===== src/verilog/switch_onto_fault_pkg.sv =====
package switch_onto_fault_pkg;

   // ----------------------------------------------------------------
   // Register offsets
   // ----------------------------------------------------------------
   localparam logic [7:0] CTRL_OFS = 8'h00;
   localparam logic [7:0] STATUS_OFS = 8'h04;
   localparam logic [7:0] EVT_SEL_OFS = 8'h08;
   localparam logic [7:0] IRQ_STATUS_OFS = 8'h0c;
   localparam logic [7:0] IRQ_MASK_OFS = 8'h10;
   localparam logic [7:0] TIME_MS_OFS = 8'h14;
   localparam logic [7:0] LOG_SEL_OFS = 8'h18;
   localparam logic [7:0] LOG_STAMP_OFS = 8'h1c;
   localparam logic [7:0] LOG_REMAIN_OFS = 8'h20;
   localparam logic [7:0] LOG_ELAPSED_OFS = 8'h24;
   localparam logic [7:0] CNT_BASE_OFS = 8'h28;
   localparam logic [7:0] CNT_LAST_OFS = 8'h34;
   localparam logic [7:0] REL_BASE_OFS = 8'h40;
   localparam logic [7:0] REL_LAST_OFS = 8'h5c;

   // ----------------------------------------------------------------
   // Field positions
   // ----------------------------------------------------------------
   localparam int CTRL_MODE_ALLOW_BIT = 0;
   localparam int CTRL_FORCE_EN_BIT = 1;
   localparam int CTRL_MODE_LSB = 2;
   localparam int CTRL_FORCE_LSB = 5;
   localparam int CTRL_CNT_CLR_BIT = 8;
   localparam int CTRL_LOG_CLR_BIT = 9;
   localparam int STATUS_MODE_LSB = 4;
   localparam int STATUS_FLAG_LSB = 8;
   localparam int LOG_GROUP_LSB = 8;
   localparam int LOG_TRIP_BIT = 12;
   localparam int LOG_COUNT_LSB = 16;
   localparam int ST_INIT = 0;
   localparam int ST_BLOCK = 1;
   localparam int ST_ACTIVE = 2;
   localparam int ST_TRIP = 3;

   // ----------------------------------------------------------------
   // Sizes, reset values and timing
   // ----------------------------------------------------------------
   localparam int NUM_STATUS = 4;
   localparam int NUM_GROUPS = 8;
   localparam int REL_W = 21;
   localparam int STAMP_W = 32;
   localparam int LOG_DEPTH_DEF = 12;
   localparam logic [9:0] CTRL_RESET = 10'h000;
   localparam logic [7:0] EVT_SEL_RESET = 8'hff;
   localparam logic [REL_W-1:0] REL_TIME_RESET_MS = 21'd1000;
   localparam logic [REL_W-1:0] REL_TIME_MAX_MS = 21'd1800000;
   localparam int MS_PERIOD_NS = 1000000;
   localparam int CLK_PERIOD_NS = 25;
   localparam int MS_TICK_CYCLES_DEF = MS_PERIOD_NS / CLK_PERIOD_NS;

   typedef enum logic [2:0] {
      MODE_ON = 3'b000,
      MODE_BLOCKED = 3'b001,
      MODE_TEST = 3'b010,
      MODE_TEST_BLOCKED = 3'b011,
      MODE_OFF = 3'b100
   } mode_t;

   typedef enum logic [2:0] {
      COND_NORMAL = 3'b000,
      COND_INIT = 3'b001,
      COND_ACTIVE = 3'b010,
      COND_TRIP = 3'b011,
      COND_BLOCKED = 3'b100
   } cond_t;

   typedef enum logic [1:0] {
      FORCE_NORMAL = 2'b00,
      FORCE_BLOCKED = 2'b01,
      FORCE_ACTIVE = 2'b10,
      FORCE_TRIP = 2'b11
   } force_t;

   typedef enum logic [1:0] {
      WIN_IDLE = 2'b00,
      WIN_ARMED = 2'b01,
      WIN_TRIP = 2'b10
   } win_t;

endpackage : switch_onto_fault_pkg


===== src/verilog/record_log.sv =====
`timescale 1ns/100ps
module record_log #(
   parameter int WIDTH = 8,
   parameter int DEPTH = 12
) (
   input logic pclk,
   input logic presetn,
   input logic push,
   input logic [WIDTH-1:0] push_data,
   input logic clear,
   input logic [3:0] rd_index,
   output logic [WIDTH-1:0] rd_data,
   output logic [$clog2(DEPTH+1)-1:0] count
);

   localparam int PW = $clog2(DEPTH);
   localparam int CW = $clog2(DEPTH+1);

   logic [WIDTH-1:0] mem [DEPTH];
   logic [PW-1:0] head_reg;
   logic [CW-1:0] count_reg;
   logic [PW-1:0] rd_addr;
   int a;

   // Index zero is always the newest record.
   always_comb begin
      a = int'(head_reg) - 1 - int'(rd_index);
      if (a < 0) begin
         a = a + DEPTH;
      end
      rd_addr = PW'(a);
   end

   // The oldest slot is overwritten once the ring is full.
   always_ff @(posedge pclk) begin
      if (push) begin
         mem[head_reg] <= push_data;
      end
   end

   always_ff @(posedge pclk or negedge presetn) begin
      if (!presetn) begin
         head_reg <= '0;
         count_reg <= '0;
      end else if (clear) begin
         head_reg <= '0;
         count_reg <= '0;
      end else if (push) begin
         head_reg <= (head_reg == PW'(DEPTH - 1)) ? '0 : head_reg + 1'b1;
         if (count_reg != CW'(DEPTH)) begin
            count_reg <= count_reg + 1'b1;
         end
      end
   end

   always_ff @(posedge pclk or negedge presetn) begin
      if (!presetn) begin
         rd_data <= '0;
      end else begin
         rd_data <= (CW'(rd_index) < count_reg) ? mem[rd_addr] : '0;
      end
   end

   assign count = count_reg;

   log_bound_a: assert property (@(posedge pclk) disable iff (!presetn)
      push && !clear && count_reg == CW'(DEPTH) |=> count_reg == CW'(DEPTH))
      else $error("Record count left its ceiling.");

endmodule : record_log


===== src/verilog/switch_onto_fault.sv =====
// The register offsets and the APB slave port were left to the implementer.
`timescale 1ns/100ps
module switch_onto_fault
   import switch_onto_fault_pkg::*;
#(
   parameter int unsigned MS_TICK_CYCLES = MS_TICK_CYCLES_DEF,
   parameter int LOG_DEPTH = LOG_DEPTH_DEF
) (
   input logic pclk,
   input logic presetn,
   input logic psel,
   input logic penable,
   input logic pwrite,
   input logic [7:0] paddr,
   input logic [31:0] pwdata,
   output logic [31:0] prdata,
   output logic pready,
   output logic pslverr,
   output logic irq,
   input logic arm_input_signal,
   input logic inhibit_input_signal,
   input logic protection_start_input,
   input logic [2:0] setting_group,
   output logic window_active_flag,
   output logic instant_trip_output,
   output logic [2:0] block_condition_state,
   output logic [2:0] block_mode_readback,
   output logic [REL_W-1:0] remaining_window_time,
   output logic [7:0] event_strobe,
   output logic [STAMP_W-1:0] event_stamp
);

   localparam int TICK_W = $clog2(MS_TICK_CYCLES + 1);
   localparam int REC_W = STAMP_W + 4 + 2 * REL_W;
   localparam int CW = $clog2(LOG_DEPTH + 1);

   // ----------------------------------------------------------------
   // Register bus
   // ----------------------------------------------------------------
   function automatic logic reg_hit(input logic [7:0] a);
      reg_hit = (a[1:0] == 2'b00) && (a <= LOG_ELAPSED_OFS ||
         (a >= CNT_BASE_OFS && a <= CNT_LAST_OFS) || (a >= REL_BASE_OFS && a <= REL_LAST_OFS));
   endfunction : reg_hit

   logic wr_en, rd_setup;
   logic [9:0] ctrl_reg;
   logic [7:0] evt_sel_reg, irq_status_reg, irq_mask_reg;
   logic [3:0] log_sel_reg;
   logic [STAMP_W-1:0] time_ms_reg;
   logic [REL_W-1:0] rel_time_reg [NUM_GROUPS];
   logic [31:0] cnt_reg [NUM_STATUS];

   assign wr_en = psel && penable && pwrite && reg_hit(paddr);
   assign rd_setup = psel && !penable && !pwrite;
   // Every access completes without wait states.
   assign pready = 1'b1;
   assign pslverr = psel && penable && !reg_hit(paddr);

   always_ff @(posedge pclk or negedge presetn) begin
      if (!presetn) begin
         ctrl_reg <= CTRL_RESET;
         evt_sel_reg <= EVT_SEL_RESET;
         irq_mask_reg <= 8'h00;
         log_sel_reg <= 4'h0;
      end else begin
         // The two clear bits act once and read back as zero.
         ctrl_reg[CTRL_LOG_CLR_BIT:CTRL_CNT_CLR_BIT] <= 2'b00;
         if (wr_en) begin
            case (paddr)
               CTRL_OFS: ctrl_reg <= pwdata[9:0];
               EVT_SEL_OFS: evt_sel_reg <= pwdata[7:0];
               IRQ_MASK_OFS: irq_mask_reg <= pwdata[7:0];
               LOG_SEL_OFS: log_sel_reg <= pwdata[3:0];
               default: ;
            endcase
         end
      end
   end

   always_ff @(posedge pclk or negedge presetn) begin
      if (!presetn) begin
         for (int g = 0; g < NUM_GROUPS; g++) begin
            rel_time_reg[g] <= REL_TIME_RESET_MS;
         end
      end else if (wr_en && paddr >= REL_BASE_OFS) begin
         rel_time_reg[paddr[4:2]] <= (pwdata > 32'(REL_TIME_MAX_MS)) ? REL_TIME_MAX_MS : pwdata[REL_W-1:0];
      end
   end

   // ----------------------------------------------------------------
   // Millisecond time base
   // ----------------------------------------------------------------
   logic [TICK_W-1:0] tick_cnt_reg;
   logic ms_tick;

   assign ms_tick = (tick_cnt_reg == TICK_W'(MS_TICK_CYCLES - 1));

   always_ff @(posedge pclk or negedge presetn) begin
      if (!presetn) begin
         tick_cnt_reg <= '0;
      end else begin
         tick_cnt_reg <= ms_tick ? '0 : tick_cnt_reg + 1'b1;
      end
   end

   always_ff @(posedge pclk or negedge presetn) begin
      if (!presetn) begin
         time_ms_reg <= '0;
      end else if (wr_en && paddr == TIME_MS_OFS) begin
         time_ms_reg <= pwdata;
      end else if (ms_tick) begin
         time_ms_reg <= time_ms_reg + 1'b1;
      end
   end

   // ----------------------------------------------------------------
   // Input conditioning
   // ----------------------------------------------------------------
   logic [2:0] pins, sync1_reg, sync2_reg, sync3_reg, lvl_reg;
   logic arm_prev_reg, arm_lvl, blk_in, fcn, arm_rise;

   assign pins = {protection_start_input, inhibit_input_signal, arm_input_signal};

   always_ff @(posedge pclk or negedge presetn) begin
      if (!presetn) begin
         sync1_reg <= 3'h0;
         sync2_reg <= 3'h0;
         sync3_reg <= 3'h0;
         lvl_reg <= 3'h0;
         arm_prev_reg <= 1'b0;
      end else begin
         sync1_reg <= pins;
         sync2_reg <= sync1_reg;
         sync3_reg <= sync2_reg;
         lvl_reg <= (sync2_reg & sync3_reg) | (lvl_reg & (sync2_reg | sync3_reg));
         arm_prev_reg <= lvl_reg[0];
      end
   end

   assign arm_lvl = lvl_reg[0];
   assign blk_in = lvl_reg[1];
   assign fcn = lvl_reg[2];
   assign arm_rise = arm_lvl && !arm_prev_reg;

   // ----------------------------------------------------------------
   // Mode, blocking and forcing
   // ----------------------------------------------------------------
   mode_t mode_eff;
   force_t force_sel;
   logic blocked, arm_ok, forcing;

   assign mode_eff = ctrl_reg[CTRL_MODE_ALLOW_BIT] ? mode_t'(ctrl_reg[CTRL_MODE_LSB +: 3]) : MODE_ON;
   assign force_sel = force_t'(ctrl_reg[CTRL_FORCE_LSB +: 2]);
   assign forcing = ctrl_reg[CTRL_FORCE_EN_BIT] && force_sel != FORCE_NORMAL;
   assign blocked = blk_in || mode_eff == MODE_BLOCKED || mode_eff == MODE_TEST_BLOCKED;
   assign arm_ok = !blocked && (mode_eff == MODE_ON || mode_eff == MODE_TEST);

   // ----------------------------------------------------------------
   // Armed window and trip
   // ----------------------------------------------------------------
   win_t win_reg, win_next;
   logic [REL_W-1:0] elapsed_reg, sel_time, remain_now;
   logic expired;

   assign sel_time = rel_time_reg[setting_group];
   assign expired = elapsed_reg >= sel_time;
   assign remain_now = expired ? '0 : sel_time - elapsed_reg;

   always_comb begin
      win_next = win_reg;
      case (win_reg)
         WIN_IDLE: begin
            if (arm_rise && arm_ok) begin
               win_next = fcn ? WIN_TRIP : WIN_ARMED;
            end
         end
         WIN_ARMED: begin
            if (fcn) begin
               win_next = WIN_TRIP;
            end
         end
         WIN_TRIP: begin
            if (!fcn) begin
               win_next = WIN_ARMED;
            end
         end
         default: win_next = WIN_IDLE;
      endcase
      if (win_reg != WIN_IDLE) begin
         if (!arm_ok) begin
            win_next = WIN_IDLE;
         end else if (arm_rise) begin
            win_next = fcn ? WIN_TRIP : WIN_ARMED;
         end else if (expired) begin
            win_next = WIN_IDLE;
         end
      end
   end

   always_ff @(posedge pclk or negedge presetn) begin
      if (!presetn) begin
         win_reg <= WIN_IDLE;
      end else begin
         win_reg <= win_next;
      end
   end

   // A fresh edge while armed restarts the window from zero.
   always_ff @(posedge pclk or negedge presetn) begin
      if (!presetn) begin
         elapsed_reg <= '0;
      end else if (win_next != WIN_IDLE && (win_reg == WIN_IDLE || arm_rise)) begin
         elapsed_reg <= '0;
      end else if (win_reg != WIN_IDLE && ms_tick && elapsed_reg != '1) begin
         elapsed_reg <= elapsed_reg + 1'b1;
      end
   end

   // ----------------------------------------------------------------
   // Status, events and counters
   // ----------------------------------------------------------------
   logic [NUM_STATUS-1:0] stat_now, stat_prev_reg, ev_on, ev_off;
   logic [7:0] ev_all;
   logic cnt_clr;
   cond_t cond;

   always_comb begin
      stat_now[ST_INIT] = arm_lvl && mode_eff != MODE_OFF;
      stat_now[ST_BLOCK] = blocked;
      stat_now[ST_ACTIVE] = win_reg != WIN_IDLE;
      stat_now[ST_TRIP] = win_reg == WIN_TRIP;
      if (forcing) begin
         stat_now = '0;
         stat_now[ST_BLOCK] = force_sel == FORCE_BLOCKED;
         stat_now[ST_ACTIVE] = force_sel != FORCE_BLOCKED;
         stat_now[ST_TRIP] = force_sel == FORCE_TRIP;
      end
   end

   always_comb begin
      if (stat_now[ST_BLOCK]) begin
         cond = COND_BLOCKED;
      end else if (stat_now[ST_TRIP]) begin
         cond = COND_TRIP;
      end else if (stat_now[ST_ACTIVE]) begin
         cond = COND_ACTIVE;
      end else if (stat_now[ST_INIT]) begin
         cond = COND_INIT;
      end else begin
         cond = COND_NORMAL;
      end
   end

   assign ev_on = stat_now & ~stat_prev_reg;
   assign ev_off = ~stat_now & stat_prev_reg;
   assign ev_all = {ev_off, ev_on};
   assign cnt_clr = ctrl_reg[CTRL_CNT_CLR_BIT];

   always_ff @(posedge pclk or negedge presetn) begin
      if (!presetn) begin
         stat_prev_reg <= '0;
         event_strobe <= 8'h00;
         event_stamp <= '0;
      end else begin
         stat_prev_reg <= stat_now;
         event_strobe <= ev_all & evt_sel_reg;
         if (|ev_all) begin
            event_stamp <= time_ms_reg;
         end
      end
   end

   always_ff @(posedge pclk or negedge presetn) begin
      if (!presetn) begin
         for (int i = 0; i < NUM_STATUS; i++) begin
            cnt_reg[i] <= '0;
         end
      end else begin
         for (int i = 0; i < NUM_STATUS; i++) begin
            if (cnt_clr) begin
               cnt_reg[i] <= '0;
            end else if (ev_on[i]) begin
               cnt_reg[i] <= cnt_reg[i] + 1'b1;
            end
         end
      end
   end

   // Events set sticky flags; a set in the clearing cycle wins.
   always_ff @(posedge pclk or negedge presetn) begin
      if (!presetn) begin
         irq_status_reg <= 8'h00;
         irq <= 1'b0;
      end else begin
         if (wr_en && paddr == IRQ_STATUS_OFS) begin
            irq_status_reg <= (irq_status_reg & ~pwdata[7:0]) | ev_all;
         end else begin
            irq_status_reg <= irq_status_reg | ev_all;
         end
         irq <= |((irq_status_reg | ev_all) & irq_mask_reg);
      end
   end

   // ----------------------------------------------------------------
   // Record log and pin outputs
   // ----------------------------------------------------------------
   logic [REC_W-1:0] rec_data;
   logic [CW-1:0] log_count;
   logic log_push;

   assign log_push = ev_on[ST_ACTIVE] || ev_on[ST_TRIP];

   record_log #(.WIDTH(REC_W), .DEPTH(LOG_DEPTH)) u_log (
      .pclk(pclk),
      .presetn(presetn),
      .push(log_push),
      .push_data({time_ms_reg, setting_group, ev_on[ST_TRIP], remain_now, elapsed_reg}),
      .clear(ctrl_reg[CTRL_LOG_CLR_BIT]),
      .rd_index(log_sel_reg),
      .rd_data(rec_data),
      .count(log_count)
   );

   always_ff @(posedge pclk or negedge presetn) begin
      if (!presetn) begin
         window_active_flag <= 1'b0;
         instant_trip_output <= 1'b0;
         block_condition_state <= COND_NORMAL;
         block_mode_readback <= MODE_ON;
         remaining_window_time <= '0;
      end else begin
         window_active_flag <= stat_now[ST_ACTIVE];
         // Outside forcing, test mode runs the logic but keeps the breaker untouched.
         instant_trip_output <= stat_now[ST_TRIP] && (forcing || mode_eff != MODE_TEST);
         block_condition_state <= cond;
         block_mode_readback <= mode_eff;
         remaining_window_time <= (win_reg != WIN_IDLE) ? remain_now : '0;
      end
   end

   always_ff @(posedge pclk or negedge presetn) begin
      if (!presetn) begin
         prdata <= 32'h0000_0000;
      end else if (rd_setup) begin
         prdata <= 32'h0000_0000;
         if (paddr >= REL_BASE_OFS && paddr <= REL_LAST_OFS && paddr[1:0] == 2'b00) begin
            prdata <= 32'(rel_time_reg[paddr[4:2]]);
         end else if (paddr >= CNT_BASE_OFS && paddr <= CNT_LAST_OFS && paddr[1:0] == 2'b00) begin
            prdata <= cnt_reg[2'(paddr[5:2] - CNT_BASE_OFS[5:2])];
         end else begin
            case (paddr)
               CTRL_OFS: prdata <= 32'(ctrl_reg);
               STATUS_OFS: prdata <= {20'h0, stat_now, 1'b0, mode_eff, 1'b0, cond};
               EVT_SEL_OFS: prdata <= 32'(evt_sel_reg);
               IRQ_STATUS_OFS: prdata <= 32'(irq_status_reg);
               IRQ_MASK_OFS: prdata <= 32'(irq_mask_reg);
               TIME_MS_OFS: prdata <= time_ms_reg;
               LOG_SEL_OFS: prdata <= {11'h0, 5'(log_count), 3'h0, rec_data[2*REL_W],
                  1'b0, rec_data[2*REL_W+1 +: 3], 4'h0, log_sel_reg};
               LOG_STAMP_OFS: prdata <= rec_data[REC_W-1 -: STAMP_W];
               LOG_REMAIN_OFS: prdata <= 32'(rec_data[REL_W +: REL_W]);
               LOG_ELAPSED_OFS: prdata <= 32'(rec_data[REL_W-1:0]);
               default: prdata <= 32'h0000_0000;
            endcase
         end
      end
   end

   // ----------------------------------------------------------------
   // Checks
   // ----------------------------------------------------------------
   arm_starts_window_a: assert property (@(posedge pclk) disable iff (!presetn)
      win_reg == WIN_IDLE && arm_rise && arm_ok |=> win_reg != WIN_IDLE ##0 elapsed_reg == '0)
      else $error("Activate edge did not arm the window.");

   inhibit_holds_off_a: assert property (@(posedge pclk) disable iff (!presetn)
      win_reg == WIN_IDLE && blocked |=> win_reg == WIN_IDLE)
      else $error("Window started while blocked.");

   trip_immediate_a: assert property (@(posedge pclk) disable iff (!presetn)
      win_reg == WIN_ARMED && fcn && arm_ok && !expired |=> win_reg == WIN_TRIP ##1 instant_trip_output
         || forcing || mode_eff == MODE_TEST)
      else $error("Function input inside the window did not trip.");

   trip_in_window_a: assert property (@(posedge pclk) disable iff (!presetn)
      $rose(win_reg == WIN_TRIP) |-> $past(win_reg) == WIN_ARMED || $past(arm_rise && arm_ok))
      else $error("Trip arose outside the window.");

   window_expiry_a: assert property (@(posedge pclk) disable iff (!presetn)
      win_reg != WIN_IDLE && expired && arm_ok && !arm_rise |=> win_reg == WIN_IDLE ##2 !window_active_flag
         || forcing)
      else $error("Window outlived its release time.");

   event_select_a: assert property (@(posedge pclk) disable iff (!presetn)
      ev_on[ST_ACTIVE] |=> event_strobe[ST_ACTIVE] == $past(evt_sel_reg[ST_ACTIVE]) && event_stamp == $past(time_ms_reg))
      else $error("Active ON event strobe or stamp wrong.");

   counter_step_a: assert property (@(posedge pclk) disable iff (!presetn)
      ev_on[ST_TRIP] && !cnt_clr |=> cnt_reg[ST_TRIP] == $past(cnt_reg[ST_TRIP]) + 32'h1)
      else $error("Trip counter did not advance.");

   mode_default_a: assert property (@(posedge pclk) disable iff (!presetn)
      !ctrl_reg[CTRL_MODE_ALLOW_BIT] |=> block_mode_readback == MODE_ON)
      else $error("Mode moved while individual mode is not allowed.");

   irq_follows_a: assert property (@(posedge pclk) disable iff (!presetn)
      ev_all[ST_TRIP] && irq_mask_reg[ST_TRIP] |=> irq && irq_status_reg[ST_TRIP])
      else $error("Masked-in event did not raise the interrupt.");

endmodule : switch_onto_fault


===== config.mk =====
export PLATFORM = sky130hd
export DESIGN_NAME = switch_onto_fault
export DESIGN_NICKNAME = d
export VERILOG_FILES = /design/src/verilog/switch_onto_fault_pkg.sv /design/src/verilog/record_log.sv /design/src/verilog/switch_onto_fault.sv
export SDC_FILE = /design/constraint.sdc
export NUM_CORES = 2
export LEC_CHECK = 0
export BUFFER_PORTS_ARGS = -buffer_cell sky130_fd_sc_hd__clkbuf_2
export CORE_MARGIN = 10
export CORE_UTILIZATION = 50
export DETAILED_ROUTE_END_ITERATION = 7
export GPL_TIMING_DRIVEN = 0
export PLACE_DENSITY = 0.64
export SETUP_SLACK_MARGIN = 0.4
export SYNTH_ARGS = -nofsm -noshare
export SYNTH_HDL_FRONTEND = slang
export SYNTH_HIERARCHICAL = 1
export SYNTH_SLANG_ARGS = --single-unit

===== constraint.sdc =====
create_clock -name pclk -period 9.43 [get_ports pclk]
set_clock_uncertainty 0.1 [all_clocks]
set_input_delay 0.4715 -clock pclk [delete_from_list [all_inputs] [get_ports pclk]]
set_output_delay 0.4715 -clock pclk [all_outputs]
set_load 0.03 [all_outputs]

# Word-level counts from Yosys, hierarchy flattened
# Memories as Yosys holds them, arrays and structs flattened.
# Index checks and enable logic that the tools add are counted.
[word_totals]
reg_bits = 610
ram_bits = 936
in_bits = 51
out_inout_bits = 104
wordCells = 226
n_memories = 1
[mem_list]
columns = ["name", "words", "word_bits", "read_ports", "rd_clocked_by_memory_dff", "write_ports", "line", "source"]
rows = [
  ["u_log.mem", 12, 78, 1, 0, 1, "record_log.sv:19", "logic [WIDTH-1:0] mem [DEPTH];"],
]
[classes]
add_sub_neg = 14
order_cmp = 13
eq_ne = 23
muxes = 59
n_bitwise = 17
reduce_logical = 59
[ops]
columns = ["operator", "n"]
rows = [
  ["two-way mux 32 bit", 14],
  ["case mux 32 bit (10 select lines)", 1],
  ["two-way mux 21 bit", 10],
  ["bitwise mux 168 bit", 1],
  ["adder 32 x 1 -> 32 bit (second input constant)", 5],
  ["binary-select mux 21 bit (select 3 bit)", 2],
  ["two-way mux 78 bit", 1],
  ["binary-select mux 32 bit (select 2 bit)", 1],
  ["demux 21 bit (select 3 bit)", 1],
  ["equality test 8 x 5 -> 1 bit (second input constant)", 4],
  ["greater-than comparator 32 x 21 -> 1 bit (second input constant)", 1],
  ["less-than comparator 32 x 1 -> 1 bit (second input constant)", 1],
  ["two-way mux 4 bit", 8],
  ["AND 8 bit", 3],
  ["logical AND 1 bit", 24],
  ["nonzero test 2 bit", 11],
  ["adder 21 x 1 -> 21 bit (second input constant)", 1],
  [">= comparator 21 bit", 1],
  ["inequality test 21 bit (second input constant)", 1],
  ["subtractor 21 bit", 1],
  ["two-way mux 10 bit", 2],
  ["adder 16 x 1 -> 16 bit (second input constant)", 1],
  ["equality test 16 bit (second input constant)", 1],
  ["equality test 8 x 4 -> 1 bit (second input constant)", 2],
  ["45 further kinds", 87],
]

# Logic depth before layout (Yosys ltp)
[depth]
word_depth = 16
mapped_depth = 13
ltp_nobuf = 11

# Hierarchy
# Netlist, hierarchy kept.
[modules_own_cells]
columns = ["mod", "n_inst", "cells_per_inst", "area_each_um2", "seq_area_each_um2"]
rows = [
  ["record_log", 1, 1772, 38376.8, 30259.0],
  ["switch_onto_fault", 1, 2707, 28118.2, 13132.6],
]

# Least setup slack after synthesis
# Ideal clock, no wire load.
[synth_timing]
path_kind = "reg2reg"
start = "register ctrl_reg[5]"
end = "memory u_log/mem[3][0] in the netlist's numbering, enable pin"
setup_ns = 0.612
t_arrival_ns = 6.896
path_slack_ns = 1.822
stages_incl_launch_ff = 8
synth_period_minus_slack_ns = 7.608
cell_sequence = "dfrtp_1 -> o21ai_1 -> a32oi_1 -> buf_2 -> o22ai_1 -> clkbuf_1 -> nand2_1 -> nor3_1"
[synth_between]
elab_chain_cells = 7
word_cells_on_any_way = 9
[synth_lines]
columns = ["element", "line", "source"]
rows = [
  ["start, declared", "switch_onto_fault.sv:46", "logic [9:0] ctrl_reg;"],
  ["start signal, assigned", "switch_onto_fault.sv:70", "CTRL_OFS: ctrl_reg <= pwdata[9:0];"],
  ["nonzero test 2 bit", "switch_onto_fault.sv:154", "assign forcing = ctrl_reg[CTRL_FORCE_EN_BIT] && force_sel != FORCE_NORMAL;"],
  ["logical AND 1 bit", "switch_onto_fault.sv:154", ""],
  ["two-way mux 4 bit (*)", "switch_onto_fault.sv:232", "if (forcing) begin"],
  ["AND 4 bit (*)", "switch_onto_fault.sv:254", "assign ev_on = stat_now & ~stat_prev_reg;"],
  ["logical OR 1 bit (*)", "switch_onto_fault.sv:311", "assign log_push = ev_on[ST_ACTIVE] || ev_on[ST_TRIP];"],
  ["via log_push", "switch_onto_fault.sv:309", "logic log_push;"],
  ["two-way mux 1 bit (*)", "record_log.sv:36", "if (push) begin"],
  ["two-way mux 1 bit (not written as such) (*)", "record_log.sv:37", "mem[head_reg] <= push_data;"],
  ["end, declared", "record_log.sv:19", ""],
]
# Mark *: on every way through the listed nets, which the timed path passes. The rest lies on a longest branch.

# Worst setup path after layout
[layout_timing]
start = "input port setting_group[0]"
end = "memory u_log/mem[0][39] in the netlist's numbering (data pin)"
[layout_between]
elab_chain_cells = 6
word_cells_on_any_way = 7
[layout_lines]
columns = ["element", "line", "source"]
rows = [
  ["start, declared", "switch_onto_fault.sv:23", "input logic [2:0] setting_group,"],
  ["NOT 3 -> 4 bit (not written as such) (*)", "switch_onto_fault.sv:165", "assign sel_time = rel_time_reg[setting_group];"],
  ["binary-select mux 21 bit (select 3 bit) (*)", "switch_onto_fault.sv:165", ""],
  ["two-way mux 21 bit (not written as such) (*) (2 in a row)", "switch_onto_fault.sv:165", ""],
  ["subtractor 21 bit or >= comparator 21 bit (tied branches)", "switch_onto_fault.sv:167, switch_onto_fault.sv:166", ""],
  ["two-way mux 21 bit (*)", "switch_onto_fault.sv:167", "assign remain_now = expired ? '0 : sel_time - elapsed_reg;"],
  ["via remain_now[18]", "switch_onto_fault.sv:162", "logic [REL_W-1:0] elapsed_reg, sel_time, remain_now;"],
]
# Mark *: on every way through the listed nets, which the timed path passes. The rest lies on a longest branch. The select of a mux whose other input is x is not followed.

==> PnR_summary.wiki <==
{| class="wikitable"
! Metric !! Value
|-
| CTS max path bufs || 3
|-
| Worst r2r path cells || 11
|-
| Number of global-route vias before repair || 42264
|-
| DRC || 0
|-
| GR met2 Demand/Resource || 0.430
|-
| Number of clock sinks seen by CTS || 1544
|-
| Ports placed on the boundary || 155
|-
| Met1 routing resource usage after global routing || 0.396
|-
| Count of antenna-violating nets left after detailed routing || 0
|-
| Tcrit/Tclk final || 0.785
|-
| Critical Setup Path Class || primary input to register
|-
| Detailed-router iteration count before antenna repair || 8
|-
| Starting Density || 0.505
|-
| Static power due to leakage || 28.0 nW
|-
| Register-to-register path setup slack || 3870 ps
|-
| Destination of the worst register-to-register timing path || u_log/mem[0][39]
|-
| Share of post-route cells with drive strength above 1 || 0.227
|-
| Power share of the clock group || 0.289
|-
| CP Launch Type || primary input
|-
| Status || completed
|-
| Layout-stage area growth over the synthesis result || 15.0%
|-
| Worst-margin pin slew || 1440 ps
|-
| Sequential cell area || 43400 um^2
|-
| Slowest cell on the critical path || a221oi_1
|-
| Worst stage delay on the critical path || 930 ps
|-
| Total of flip-flops plus latches after synthesis || 1544
|-
| Clock input transition at the sequential cells of the worst setup and hold paths || 50 ps
|-
| Total overflow reported by the global router || 0
|-
| Setup repair after global routing missed its margin || false
|-
| Net load switching power || 0.00832 W
|-
| CTS tree || built
|-
| Number of warnings issued by yosys || 6
|-
| Routed via count divided by cell count || 6.35
|-
| Core area || 132000 um^2
|-
| Fin. Hold Viols || 0
|-
| Data arrival time at the worst-slack endpoint || 7740 ps
|-
| GP Congestion || 0.968
|-
| Synthesized netlist cell count || 4479
|-
| Average footprint of a synthesized cell || 14.8 um^2
|-
| Max-cap violations || 0
|-
| Setup violators final || 0
|-
| Nature of the critical path endpoint || register
|-
| GRT Overall Usage || 0.280
|-
| Distinct cell type count after synthesis || 96
|-
| Sequential cell fraction of total power || 0.357
|-
| Depth of the CTS H-tree || 4
|-
| Clock latency at the later pin of the worst-skew pair || 810 ps
|-
| Crit Path Max Fanout || 13
|-
| Rel. slew slack || 0.0368
|-
| Filler cells || 10331
|-
| Tmin final || 7400 ps
|-
| Internal Power || 0.0141 W
|-
| Placement row count || 133
|-
| Maximum VDD drop || 0.337 mV
|-
| Die Y || 385 um
|-
| Met3 Resource Use GR || 0.0577
|-
| Launch instance of the worst register-to-register path || rel_time_reg[0]
|-
| Worst hold path type || primary input to register
|-
| Async set-or-reset flop fraction in the synthesized netlist || 0.394
|-
| Logic gate share of total power || 0.353
|-
| Clock tree root buffer cell || clkbuf_16
|-
| Die Width || 385 um
|-
| Number of enable flip-flop cells after synthesis || 936
|-
| Main flop type after synthesis || edfxtp_1
|-
| Detailed Route Iter0 Violations || 5175
|-
| Number of flip-flops in the largest register || 936
|-
| Cell Area, Synth || 66500 um^2
|-
| Setup tns final || 0 ps
|-
| Number of setup buffers added after CTS || 0
|-
| Required time reported for the critical path endpoint || 9770 ps
|-
| Total via count in the routed design || 43119
|-
| Hold wc startpoint || pwdata[3]
|-
| Count of cells along the worst hold path || 3
|-
| Chain of cells forming the critical path || dlygate4sd3_1, clkbuf_2, clkbuf_1, buf_1, mux4_2, mux2i_1, ha_1, inv_1, fa_1, a211oi_1, o311ai_0, a221oi_1, a2111o_1, o211ai_1, nor2_1
|-
| Total Wirelength || 208 mm
|-
| CTS Buf Count || 162
|-
| Achievable clock frequency || 135 MHz
|-
| Grt peak-use layer || met2
|-
| Share of total power consumed by net switching || 0.371
|-
| Multi-input gate area || 21800 um^2
|-
| PD cells || 293 nW/um^2
|-
| DP HPWL || 147 mm
|-
| Port-buffer cells || 150
|-
| Wire length of the first global-routing pass || 301 mm
|-
| Sequential-to-total area share from yosys stat || 0.653
|-
| Min-Delay Endpoint || time_ms_reg[3]
|-
| Number of max-slew violations in the final report || 0
|-
| Routed wire per std cell || 30.6 um
|-
| Area of the die || 148000 um^2
|-
| Count of nets after finishing || 4989
|-
| Fin area || 76500 um^2
|-
| Post-placement cell area || 70800 um^2
|-
| Initial antenna violation count || 17
|-
| Pin count of the biggest net entering global routing || 116
|-
| Syn Nets || 4573
|}
## critical path, delay by kind of cell
family	cells	cell delay (ps)
buffers and inverters	5	2440
AOI/OAI and AO/OA	5	1920
muxes	2	1200
and+or+nand+nor	1	920
adders and majority gates	2	740
## synth_stat cells (9+ instances only)
cell      number  area (um^2)
a211oi_1      17          128
a21o_1        14          105
a21oi_1      140          701
a222oi_1      11          110
a22o_1        11         96.3
a22oi_1       34          255
a311oi_1      81          709
a31oi_1        9         56.3
and2_1        22          138
and3_1        40          250
and4_1        25          219
buf_1         10         37.5
buf_2         79          395
buf_6          9          101
clkbuf_1     141          529
dfrtp_1      552        13800
dfstp_2       56         1470
edfxtp_1     936        28100
ha_1          41          513
inv_1         65          244
mux2_2        92         1040
mux2i_1       27          270
mux4_2       354         7970
nand2_1      388         1460
nand2_4        9          101
nand3_1      171          856
nand4_1       59          369
nor2_1       414         1550
nor2b_1       17          106
nor3_1        46          230
nor4_1        21          131
o211ai_1       9         67.6
o21ai_0      138          691
o21ai_1       74          370
or3_1         31          194
xnor2_1       70          613
xor2_1       114          998
## worst max-delay path by stage
stage / endpoint / startpoint / cells after the start / slack [ps]
6_report: u_log/mem[0][39] / setting_group[0] / 15 / 2030
2_1_floorplan: u_log/mem[3][0] / ctrl_reg[5] / 7 / 1820
3_5_place_dp: u_log/mem[1][39] / setting_group[0] / 14 / 1720
5_1_grt: u_log/mem[0][39] / setting_group[0] / 15 / 1540
4_1_cts: u_log/mem[0][39] / setting_group[0] / 15 / 2010
3_3_place_gp: remaining_window_time[20] / presetn / 1 / -7340
## per-layer routing
layer	wire length, um	part of all wire
met1	84000	0.40
met2	95600	0.46
met3	19800	0.095
met4	8470	0.041
met5	115	0.00055
## cell type report
type | instances | area share
inverter | 65 | 0.00319
tap | 1755 | 0.0287
clock inverter | 72 | 0.0115
sequential | 1544 | 0.567
clock buffer | 230 | 0.0598
multi-input combinational | 2624 | 0.286
antenna | 1 | 0.0000327
buffer | 246 | 0.0146
timing repair buffer | 252 | 0.0291
## layout by cell type, fill, tap and decap left out, types with 47 or more instances in the layout
| cell type | instances |
|---|---|
| clkbuf_16 | 164 |
| clkbuf_2 | 150 |
| buf_6 | 47 |
| buf_2 | 81 |
| nand3_1 | 171 |
| nand4_1 | 59 |
| nor2_1 | 406 |
| mux2_2 | 92 |
| o21ai_1 | 74 |
| xnor2_1 | 70 |
| o21ai_0 | 138 |
| dfrtp_1 | 552 |
| mux4_2 | 354 |
| a311oi_1 | 81 |
| xor2_1 | 114 |
| nand2_1 | 388 |
| inv_1 | 65 |
| edfxtp_1 | 936 |
| clkbuf_1 | 185 |
| dfstp_2 | 56 |
| a21oi_1 | 140 |
## through the flow
stage               utilization  setup WS, ps  cells  hold slack [ps]  total power, W
floorplan                     -          1820   4479             75.9          0.0126
detailed placement        0.537          1720   6467              236          0.0158
finish                    0.580          2030   6789             65.3          0.0224
global route              0.580          1540   6788             43.4          0.0231
global placement          0.527         -7340   6384              234          0.0158
CTS                       0.580          2010   6788            0.807          0.0224
## what timing repair did
action                                  4_1_cts  5_1_grt
gates resized for setup                       0        0
endpoints found under the hold margin       100        0
hold buffers                                 19        0
endpoints found under the setup margin        0        0
## cell families after synthesis
group,Yosys count,synth area share
compound gates,610,0.0591
xor+xnor,184,0.0242
fa+ha+maj,46,0.00877
buf+inv,311,0.0204
flops,1544,0.653
mux,475,0.140
other cells,1,0.0000564
simple gates,1308,0.0948
## power by group through the flow
stage / Clock (W) / Combinational [W] / Sequential, W
2_1_floorplan: 0 / 0.00465 / 0.00797
3_3_place_gp: 0 / 0.00758 / 0.00817
3_5_place_dp: 0 / 0.00772 / 0.00812
4_1_cts: 0.00658 / 0.00778 / 0.00799
5_1_grt: 0.00688 / 0.00824 / 0.00803
6_report: 0.00649 / 0.00792 / 0.00801
Note: power is estimated with default switching activity, not from simulation.
